**src/common/ca_map.svh**
```systemverilog
// Register map and timing constants of the counter array control block.
// Assumes inclusion by bare name from design files.
`ifndef CA_MAP_SVH
`define CA_MAP_SVH

// ----------------------------------------------------------------------
// Register offsets
// ----------------------------------------------------------------------
`define CA_CTRL_STATUS_ADDR 8'hd8
`define CA_MODE_CONFIG_ADDR 8'hd9

// ----------------------------------------------------------------------
// Control/status field positions
// ----------------------------------------------------------------------
`define CA_CS_OVF_BIT 7
`define CA_CS_RUN_BIT 6
`define CA_CS_RSVD_BIT 5
`define CA_CS_EVT_LSB 0
`define CA_CS_EVT_MSB 4

// ----------------------------------------------------------------------
// Mode config field positions
// ----------------------------------------------------------------------
`define CA_MC_IDLE_BIT 7
`define CA_MC_WDOG_BIT 6
`define CA_MC_SRC_LSB 1
`define CA_MC_SRC_MSB 2
`define CA_MC_OVFIE_BIT 0
`define CA_MC_WR_MASK 8'hc7

// ----------------------------------------------------------------------
// Reset values
// ----------------------------------------------------------------------
`define CA_CS_RESET 8'h00
`define CA_MC_RESET 8'h00
`define CA_CNT_RESET 16'h0000

// ----------------------------------------------------------------------
// Prescale divides in clocks
// ----------------------------------------------------------------------
`define CA_DIV_SLOW 4'hc
`define CA_DIV_SLOW_X2 4'h6
`define CA_DIV_FAST 4'h4
`define CA_DIV_FAST_X2 4'h2

`endif

```
**src/common/ca_pkg.sv**
```systemverilog
// Types of the counter array control block.
// Assumes the map header supplies all numeric constants.
package ca_pkg;
	typedef enum logic [1:0] {
		CA_SRC_DIV_SLOW = 2'b00,
		CA_SRC_DIV_FAST = 2'b01,
		CA_SRC_TIMER0 = 2'b10,
		CA_SRC_EXT_PIN = 2'b11
	} ca_src_t;

	typedef enum logic [1:0] {
		CA_ST_STOP = 2'b00,
		CA_ST_RUN = 2'b01,
		CA_ST_IDLE_HOLD = 2'b10
	} ca_state_t;
endpackage

```
**src/ca_prescaler.sv**
```systemverilog
// Divider giving one pulse every div clocks.
// Assumes div is at least 1 and steady while enabled.
`timescale 1ns/10ps
module ca_prescaler (
	// Clock and reset
	input wire logic clock,
	input wire logic arst_n,
	// Control
	input wire logic enable,
	input wire logic [3:0] div,
	// Output
	output logic tick
);
	logic [3:0] cnt_q;
	logic [3:0] cnt_d;

	always_comb begin
		cnt_d = cnt_q;
		tick = 1'b0;
		if (!enable) begin
			cnt_d = 4'h0;
		end else if (cnt_q >= div - 4'h1) begin
			cnt_d = 4'h0;
			tick = 1'b1;
		end else begin
			cnt_d = cnt_q + 4'h1;
		end
	end

	always_ff @(posedge clock or negedge arst_n) begin
		if (!arst_n) begin
			cnt_q <= 4'h0;
		end else begin
			cnt_q <= cnt_d;
		end
	end
endmodule

```
**src/ca_edge_sync.sv**
```systemverilog
// Two-stage synchroniser with rising edge detect for a pin input.
// Assumes the pin is asynchronous to clock.
`timescale 1ns/10ps
module ca_edge_sync (
	// Clock and reset
	input wire logic clock,
	input wire logic arst_n,
	// Pin
	input wire logic pin,
	// Outputs
	output logic level,
	output logic rise
);
	logic meta_q;
	logic sync_q;
	logic last_q;

	always_ff @(posedge clock or negedge arst_n) begin
		if (!arst_n) begin
			meta_q <= 1'b0;
			sync_q <= 1'b0;
			last_q <= 1'b0;
		end else begin
			meta_q <= pin;
			sync_q <= meta_q;
			last_q <= sync_q;
		end
	end

	assign level = sync_q;
	assign rise = sync_q & ~last_q;
endmodule

```
**src/ca_control.sv**
```systemverilog
// Control and status logic of the counter array: time base source,
// run and idle halt, watchdog enable, overflow and module event flags.
// Assumes a simple synchronous register port from the host core and
// module event pulses from the capture/compare modules on this clock.
`timescale 1ns/10ps
`include "ca_map.svh"
module ca_control (
	// Clock and reset
	input wire logic clock,
	input wire logic arst_n,
	// Register port
	input wire logic reg_wr,
	input wire logic reg_rd,
	input wire logic [7:0] reg_addr,
	input wire logic [7:0] reg_wdata,
	output logic [7:0] reg_rdata,
	output logic reg_hit,
	// Core state
	input wire logic double_speed_mode,
	input wire logic cpu_idle,
	input wire logic timer0_overflow,
	// Pin
	input wire logic external_count_input,
	// Module side
	input wire logic [4:0] module_event,
	input wire logic [4:0] module_event_irq_enable,
	output logic [15:0] count_value,
	output logic count_tick,
	output logic watchdog_enable,
	output logic [4:0] module_wdog_allowed,
	// Interrupt and status
	output logic irq_request,
	output logic counter_running
);
	// ------------------------------------------------------------------
	// Registers
	// ------------------------------------------------------------------
	logic [7:0] cs_q;
	logic [7:0] cs_d;
	logic [7:0] mc_q;
	logic [7:0] mc_d;
	logic [15:0] cnt_q;
	logic [15:0] cnt_d;
	ca_pkg::ca_state_t st_q;
	ca_pkg::ca_state_t st_d;
	logic [7:0] rdata_q;
	logic [7:0] rdata_d;
	logic hit_q;
	logic hit_d;
	logic irq_q;
	logic irq_d;
	logic tick_q;
	logic tick_d;
	logic wdog_q;
	logic wdog_d;
	logic run_out_q;
	logic run_out_d;

	logic ext_rise;
	logic idle_halt;
	logic div_tick;
	logic [3:0] div_sel;
	logic pre_en;
	logic step;
	logic ovf_event;
	logic [4:0] evt_hw;
	ca_pkg::ca_src_t src;

	assign src = ca_pkg::ca_src_t'(mc_q[`CA_MC_SRC_MSB:`CA_MC_SRC_LSB]);

	// Core idle only halts the count when the halt option is chosen
	assign idle_halt = cpu_idle && mc_q[`CA_MC_IDLE_BIT];

	// ------------------------------------------------------------------
	// Count pulse sources
	// ------------------------------------------------------------------
	ca_edge_sync u_ext_sync (
		.clock(clock),
		.arst_n(arst_n),
		.pin(external_count_input),
		.level(),
		.rise(ext_rise)
	);

	always_comb begin
		case (src)
			ca_pkg::CA_SRC_DIV_SLOW: begin
				div_sel = double_speed_mode ? `CA_DIV_SLOW_X2
					: `CA_DIV_SLOW;
			end
			ca_pkg::CA_SRC_DIV_FAST: begin
				div_sel = double_speed_mode ? `CA_DIV_FAST_X2
					: `CA_DIV_FAST;
			end
			default: begin
				div_sel = `CA_DIV_FAST;
			end
		endcase
	end

	// Prescaler is held clear while stopped so restart phase is known
	assign pre_en = (st_q == ca_pkg::CA_ST_RUN) &&
		(src == ca_pkg::CA_SRC_DIV_SLOW || src == ca_pkg::CA_SRC_DIV_FAST);

	ca_prescaler u_prescaler (
		.clock(clock),
		.arst_n(arst_n),
		.enable(pre_en),
		.div(div_sel),
		.tick(div_tick)
	);

	// Synchroniser delays the pin by two clocks; edges faster than
	// the pin rate limit may be merged
	always_comb begin
		case (src)
			ca_pkg::CA_SRC_DIV_SLOW: step = div_tick;
			ca_pkg::CA_SRC_DIV_FAST: step = div_tick;
			ca_pkg::CA_SRC_TIMER0: step = timer0_overflow;
			ca_pkg::CA_SRC_EXT_PIN: step = ext_rise;
			default: step = 1'b0;
		endcase
	end

	// ------------------------------------------------------------------
	// Run state
	// ------------------------------------------------------------------
	always_comb begin
		st_d = st_q;
		case (st_q)
			ca_pkg::CA_ST_STOP: begin
				if (cs_q[`CA_CS_RUN_BIT] && idle_halt) begin
					// Starting while idle must not count a single step
					st_d = ca_pkg::CA_ST_IDLE_HOLD;
				end else if (cs_q[`CA_CS_RUN_BIT]) begin
					st_d = ca_pkg::CA_ST_RUN;
				end
			end
			ca_pkg::CA_ST_RUN: begin
				if (!cs_q[`CA_CS_RUN_BIT]) begin
					st_d = ca_pkg::CA_ST_STOP;
				end else if (idle_halt) begin
					st_d = ca_pkg::CA_ST_IDLE_HOLD;
				end
			end
			ca_pkg::CA_ST_IDLE_HOLD: begin
				if (!cs_q[`CA_CS_RUN_BIT]) begin
					st_d = ca_pkg::CA_ST_STOP;
				end else if (!idle_halt) begin
					st_d = ca_pkg::CA_ST_RUN;
				end
			end
			default: begin
				st_d = ca_pkg::CA_ST_STOP;
			end
		endcase
		run_out_d = (st_d == ca_pkg::CA_ST_RUN);
	end

	// Status output follows the state without a further lag
	always_ff @(posedge clock or negedge arst_n) begin
		if (!arst_n) begin
			st_q <= ca_pkg::CA_ST_STOP;
			run_out_q <= 1'b0;
		end else begin
			st_q <= st_d;
			run_out_q <= run_out_d;
		end
	end

	// ------------------------------------------------------------------
	// Time base
	// ------------------------------------------------------------------
	always_comb begin
		cnt_d = cnt_q;
		ovf_event = 1'b0;
		tick_d = 1'b0;
		// Idle is honoured at once, before the state has caught up
		if (st_q == ca_pkg::CA_ST_RUN && !idle_halt && step) begin
			cnt_d = cnt_q + 16'h0001;
			tick_d = 1'b1;
			ovf_event = (cnt_q == 16'hffff);
		end
	end

	always_ff @(posedge clock or negedge arst_n) begin
		if (!arst_n) begin
			cnt_q <= `CA_CNT_RESET;
			tick_q <= 1'b0;
		end else begin
			cnt_q <= cnt_d;
			tick_q <= tick_d;
		end
	end

	// ------------------------------------------------------------------
	// Register writes and flags
	// ------------------------------------------------------------------
	// Module functions themselves live in the module blocks; here only
	// their match/capture events arrive
	assign evt_hw = module_event;

	always_comb begin
		cs_d = cs_q;
		mc_d = mc_q;
		if (reg_wr && reg_addr == `CA_CTRL_STATUS_ADDR) begin
			// Flags take the written value, so writing 0 clears them
			cs_d = reg_wdata;
			cs_d[`CA_CS_RSVD_BIT] = 1'b0;
		end
		if (reg_wr && reg_addr == `CA_MODE_CONFIG_ADDR) begin
			mc_d = reg_wdata & `CA_MC_WR_MASK;
		end
		// Hardware sets come last so they win over a clear
		if (ovf_event) begin
			cs_d[`CA_CS_OVF_BIT] = 1'b1;
		end
		cs_d[`CA_CS_EVT_MSB:`CA_CS_EVT_LSB] =
			cs_d[`CA_CS_EVT_MSB:`CA_CS_EVT_LSB] | evt_hw;
		wdog_d = mc_d[`CA_MC_WDOG_BIT];
	end

	// Watchdog copy is taken from the next value so it tracks the field
	always_ff @(posedge clock or negedge arst_n) begin
		if (!arst_n) begin
			cs_q <= `CA_CS_RESET;
			mc_q <= `CA_MC_RESET;
			wdog_q <= 1'b0;
		end else begin
			cs_q <= cs_d;
			mc_q <= mc_d;
			wdog_q <= wdog_d;
		end
	end

	// ------------------------------------------------------------------
	// Read port and outputs
	// ------------------------------------------------------------------
	always_comb begin
		rdata_d = 8'h00;
		hit_d = 1'b0;
		if (reg_rd && reg_addr == `CA_CTRL_STATUS_ADDR) begin
			rdata_d = cs_q;
			hit_d = 1'b1;
		end else if (reg_rd && reg_addr == `CA_MODE_CONFIG_ADDR) begin
			rdata_d = mc_q;
			hit_d = 1'b1;
		end
	end

	always_ff @(posedge clock or negedge arst_n) begin
		if (!arst_n) begin
			rdata_q <= 8'h00;
			hit_q <= 1'b0;
		end else begin
			rdata_q <= rdata_d;
			hit_q <= hit_d;
		end
	end

	always_comb begin
		irq_d = (cs_q[`CA_CS_OVF_BIT] & mc_q[`CA_MC_OVFIE_BIT])
			| (|(cs_q[`CA_CS_EVT_MSB:`CA_CS_EVT_LSB]
			& module_event_irq_enable));
	end

	// Level request, one clock behind the flags that raise it
	always_ff @(posedge clock or negedge arst_n) begin
		if (!arst_n) begin
			irq_q <= 1'b0;
		end else begin
			irq_q <= irq_d;
		end
	end

	assign reg_rdata = rdata_q;
	assign reg_hit = hit_q;
	assign irq_request = irq_q;
	assign count_value = cnt_q;
	assign count_tick = tick_q;
	assign watchdog_enable = wdog_q;
	assign module_wdog_allowed = {wdog_q, 4'h0};
	assign counter_running = run_out_q;
endmodule

```
**config.mk**
```make
export PLATFORM = sky130hd
export DESIGN_NAME = ca_control
export DESIGN_NICKNAME = d
export VERILOG_FILES = /design/src/common/ca_pkg.sv /design/src/ca_prescaler.sv /design/src/ca_edge_sync.sv /design/src/ca_control.sv
export VERILOG_INCLUDE_DIRS = /design/src /design/src/common
export SDC_FILE = /design/constraint.sdc
export NUM_CORES = 1
export LEC_CHECK = 0
export ABC_AREA = 1
export BUFFER_PORTS_ARGS = -buffer_cell sky130_fd_sc_hd__buf_4
export CAP_MARGIN = 5
export CELL_PAD_IN_SITES_DETAIL_PLACEMENT = 0
export CELL_PAD_IN_SITES_GLOBAL_PLACEMENT = 2
export CORE_AREA = 2 2 95 97
export DETAILED_ROUTE_END_ITERATION = 8
export DIE_AREA = 0 0 97 99
export GPL_TIMING_DRIVEN = 0
export PLACE_DENSITY = 0.73
export SYNTH_ARGS = -nofsm -noshare
export SYNTH_HDL_FRONTEND = slang
export SYNTH_HIERARCHICAL = 1
export SYNTH_SLANG_ARGS = --single-unit
```
**constraint.sdc**
```tcl
create_clock -name clock -period 3.1 [get_ports clock]
set_clock_uncertainty 0.05 [all_clocks]
set_input_delay 0.31 -clock clock [delete_from_list [all_inputs] [get_ports clock]]
set_output_delay 0.31 -clock clock [all_outputs]
set_load 0.02 [all_outputs]
```
==> flow_metrics.tcl <==
set metrics [dict create \
    crit_slowest_cell "dfrtp_1" \
    maxCapViolations 0 \
    max_stage_delay_ns 0.47 \
    cts_tree "yes" \
    track_usage 0.124 \
    synth_warnings 6 \
    wire_per_inst_um 11.6 \
    p_leak_nw 1.69 \
    cp.depth 19 \
    power_frac_seq 0.503 \
    h-tree-depth 2 \
    dieArea_um2 9600 \
    postRouteAntennaNets 0 \
    hold_class "input pin to asynchronous set/reset pin" \
    hold_viol 38 \
    total_power_mw 1.29 \
    vias_per_cell 4.26 \
    reg2reg_depth 19 \
    area_delta_synth_final_pct 30.4 \
    initial_core_util 0.287 \
    clk_pin_slew_ns 0.09 \
    clock-root-buffer "clkbuf_8" \
    port_buffers 61 \
    nets 418 \
    nFillCells 913 \
    endpoint_kind "register" \
    drv_slew 0 \
    synth_area_per_cell_um2 8.09 \
    ys_types 24 \
    layout_common_cells "nand2_1, buf_4, dfrtp_1" \
    cts_hold_buf 0 \
    setup-tns-final_ns 0 \
    netlist_area_um2 2450 \
    finalSetupViolCount 0 \
    cts_setup_buffers 0 \
    core_area_um2 8550 \
    clock_power_share 0.409 \
    synth_enable_flop_cells 0 \
    gp_congestion 0.752 \
    core.rowCount 34 \
    critPathLaunchType "register" \
    violations "hold timing" \
    grt_pass1_wl_um 9670 \
    yosysSeqAreaShare 0.490 \
    antenna_found_initial 0 \
    p_sw_frac 0.218 \
    layout_commonest_cell "nand2_1" \
    rsz0062_at_grt "false" \
    async_flop_share 1.00 \
    cts_sinks 48 \
    ios 68 \
    synth-seq-cells 48 \
    max_freq_mhz 362 \
    drive_gt1_frac 0.225 \
    drt-initial-drc-count 74 \
    worst-path-buf-inv 4 \
    syn_inst 303 \
    clk_latency_ns 0.30 \
    drt-pass1-iter-count 4 \
    crit_fanout 10 \
    grt-ovfl-total 0 \
    cts_resized 0 \
    maxSlewHeadroom 0.574 \
    critPathKind "register to register" \
    worstPathRequired_ns 3.24 \
    holdWs_ns -0.0245 \
    status "finished with violations" \
    vias 2064 \
    switching_power_mw 0.281 \
    finalWorstSetupSlack_ns 0.335 \
    route.detailed.drc 0 \
    first_global_vias 2042 \
    dieHeight_um 99 \
    die_w_um 97 \
    critPathTopFamily "simple AND/OR/NAND/NOR gates" \
    numCtsBuffers 5 \
    power.internal_mw 1.01 \
    antenna_cells 0 \
    combPwrFrac 0.088 \
    pwr_density_cell_nw_per_um2 404 \
    tightest_slew_ns 0.639 \
    place_hpwl_um 4220 \
    grt_max_degree 49 \
    layout_min_cycle_time_ns 2.76 \
    synthFlopType "dfrtp_1" \
    pre_cts_ws_ns 0.308 \
    clockBufferDepth 2 \
    ir_drop_uv 273 \
    critical_path_arrival_ns 2.91 \
    crit_chain "nor2_1 > nand2_1 > nor3_1 > xnor2_1 > ha_1 > nand2_1 > inv_1 > nand2_1 > nand3_2 > nand2_1 > inv_1 > inv_1 > nand2_1 > nand3_2 > nor2_4 > buf_6 > nand2_1 > nand2_1 > nand2_1" \
    cpMostUsedCell "nand2_1" \
    wl_um 5620 \
    finalCritPeriodShare 0.892 \
]
[cells in the mapped netlist (2+ instances only)]
| library cell | n | area (µm²) |
|---|---|---|
| nand4_1 | 4 | 25.0 |
| o21ai_0 | 12 | 60.1 |
| buf_6 | 2 | 22.5 |
| nor3_1 | 5 | 25.0 |
| xnor2_1 | 8 | 70.1 |
| ha_1 | 7 | 87.6 |
| nand3_1 | 13 | 65.1 |
| nand3b_1 | 11 | 82.6 |
| a21oi_1 | 4 | 20.0 |
| inv_2 | 2 | 7.51 |
| nand2_1 | 107 | 402 |
| nor2_1 | 26 | 97.6 |
| nand3_2 | 3 | 30.0 |
| inv_1 | 36 | 135 |
| o21ai_1 | 2 | 10.0 |
| dfrtp_1 | 48 | 1200 |
| buf_4 | 6 | 45.0 |
[registers in the layout, summed over array words and instances (netlist names), 2 cells and up]
| name | flops |
|---|---|
| count_value | 16 |
| cs_q | 7 |
| reg_rdata | 7 |
| mc_q | 5 |
| u_prescaler/cnt_q | 4 |
| st_q | 2 |
[cell type report]
type                            count  area, µm²  share of cell area
Tap cell                          108        135              0.0423
Buffer                              8       67.6              0.0212
Clock inverter                      2       60.1              0.0188
Inverter                           38        143              0.0447
Timing Repair Buffer               61        458               0.143
Multi-Input combinational cell    215       1060               0.332
Sequential cell                    48       1200               0.376
Clock buffer                        5       68.8              0.0215
[path summary, 6_finish.rpt]
check | slack [ns] | startpoint | end
worst max-delay path | 0.34 | mc_q[2] | count_value[15]
worst min register to register | 0.31 | u_ext_sync/meta_q | u_ext_sync/level
worst max register to register | 0.34 | mc_q[2] | count_value[15]
max in group asynchronous | 2.59 | arst_n | count_value[15]
min in group clock | 0.07 | external_count_input | u_ext_sync/meta_q
worst min-delay path | -0.02 | arst_n | count_value[2]
[metal layers]
metal / track usage / vias up / share of wire
li1: - / 1075 / -
met1: 0.151 / 952 / 0.46
met2: 0.218 / 33 / 0.49
met3: 0.0312 / 4 / 0.041
met4: 0.0325 / 0 / 0.0087
met5: 0 / - / 0
[worst reg2reg max path: stages (launching register included)]
cell,delay (ns)
dfrtp_1,0.47
nor2_1,0.22
nand2_1,0.12
nor3_1,0.26
xnor2_1,0.10
ha_1,0.31
nand2_1,0.06
inv_1,0.05
nand2_1,0.05
nand3_2,0.10
nand2_1,0.06
inv_1,0.06
inv_1,0.03
nand2_1,0.07
nand3_2,0.09
nor2_4,0.21
buf_6,0.19
nand2_1,0.06
nand2_1,0.05
nand2_1,0.04
[logic make-up after synthesis]
group / share of synthesized area
DFF: 0.490
buffers and inverters: 0.0858
AOI/OAI and AO/OA: 0.0439
other: 0.00153
adders and majority gates: 0.0357
and+or+nand+nor: 0.304
xor gates and xnor gates: 0.0388
[power by group through the flow]
stage | clock network (mW) | registers, mW | logic [mW]
after global routing | 0.573 | 0.652 | 0.130
after floorplan | 0 | 0.664 | 0.0485
final | 0.528 | 0.649 | 0.113
after detailed placement | 0 | 0.662 | 0.116
after CTS | 0.550 | 0.650 | 0.116
after global placement | 0 | 0.662 | 0.116
[through the flow]
step	utilization	cells	area (µm²)
after floorplan	-	309	2470
after global placement	0.359	478	3070
after detailed placement	0.359	478	3070
after CTS	0.374	485	3190
after global routing	0.374	485	3190
final	0.374	485	3190
(Power assumes the default switching activity.)
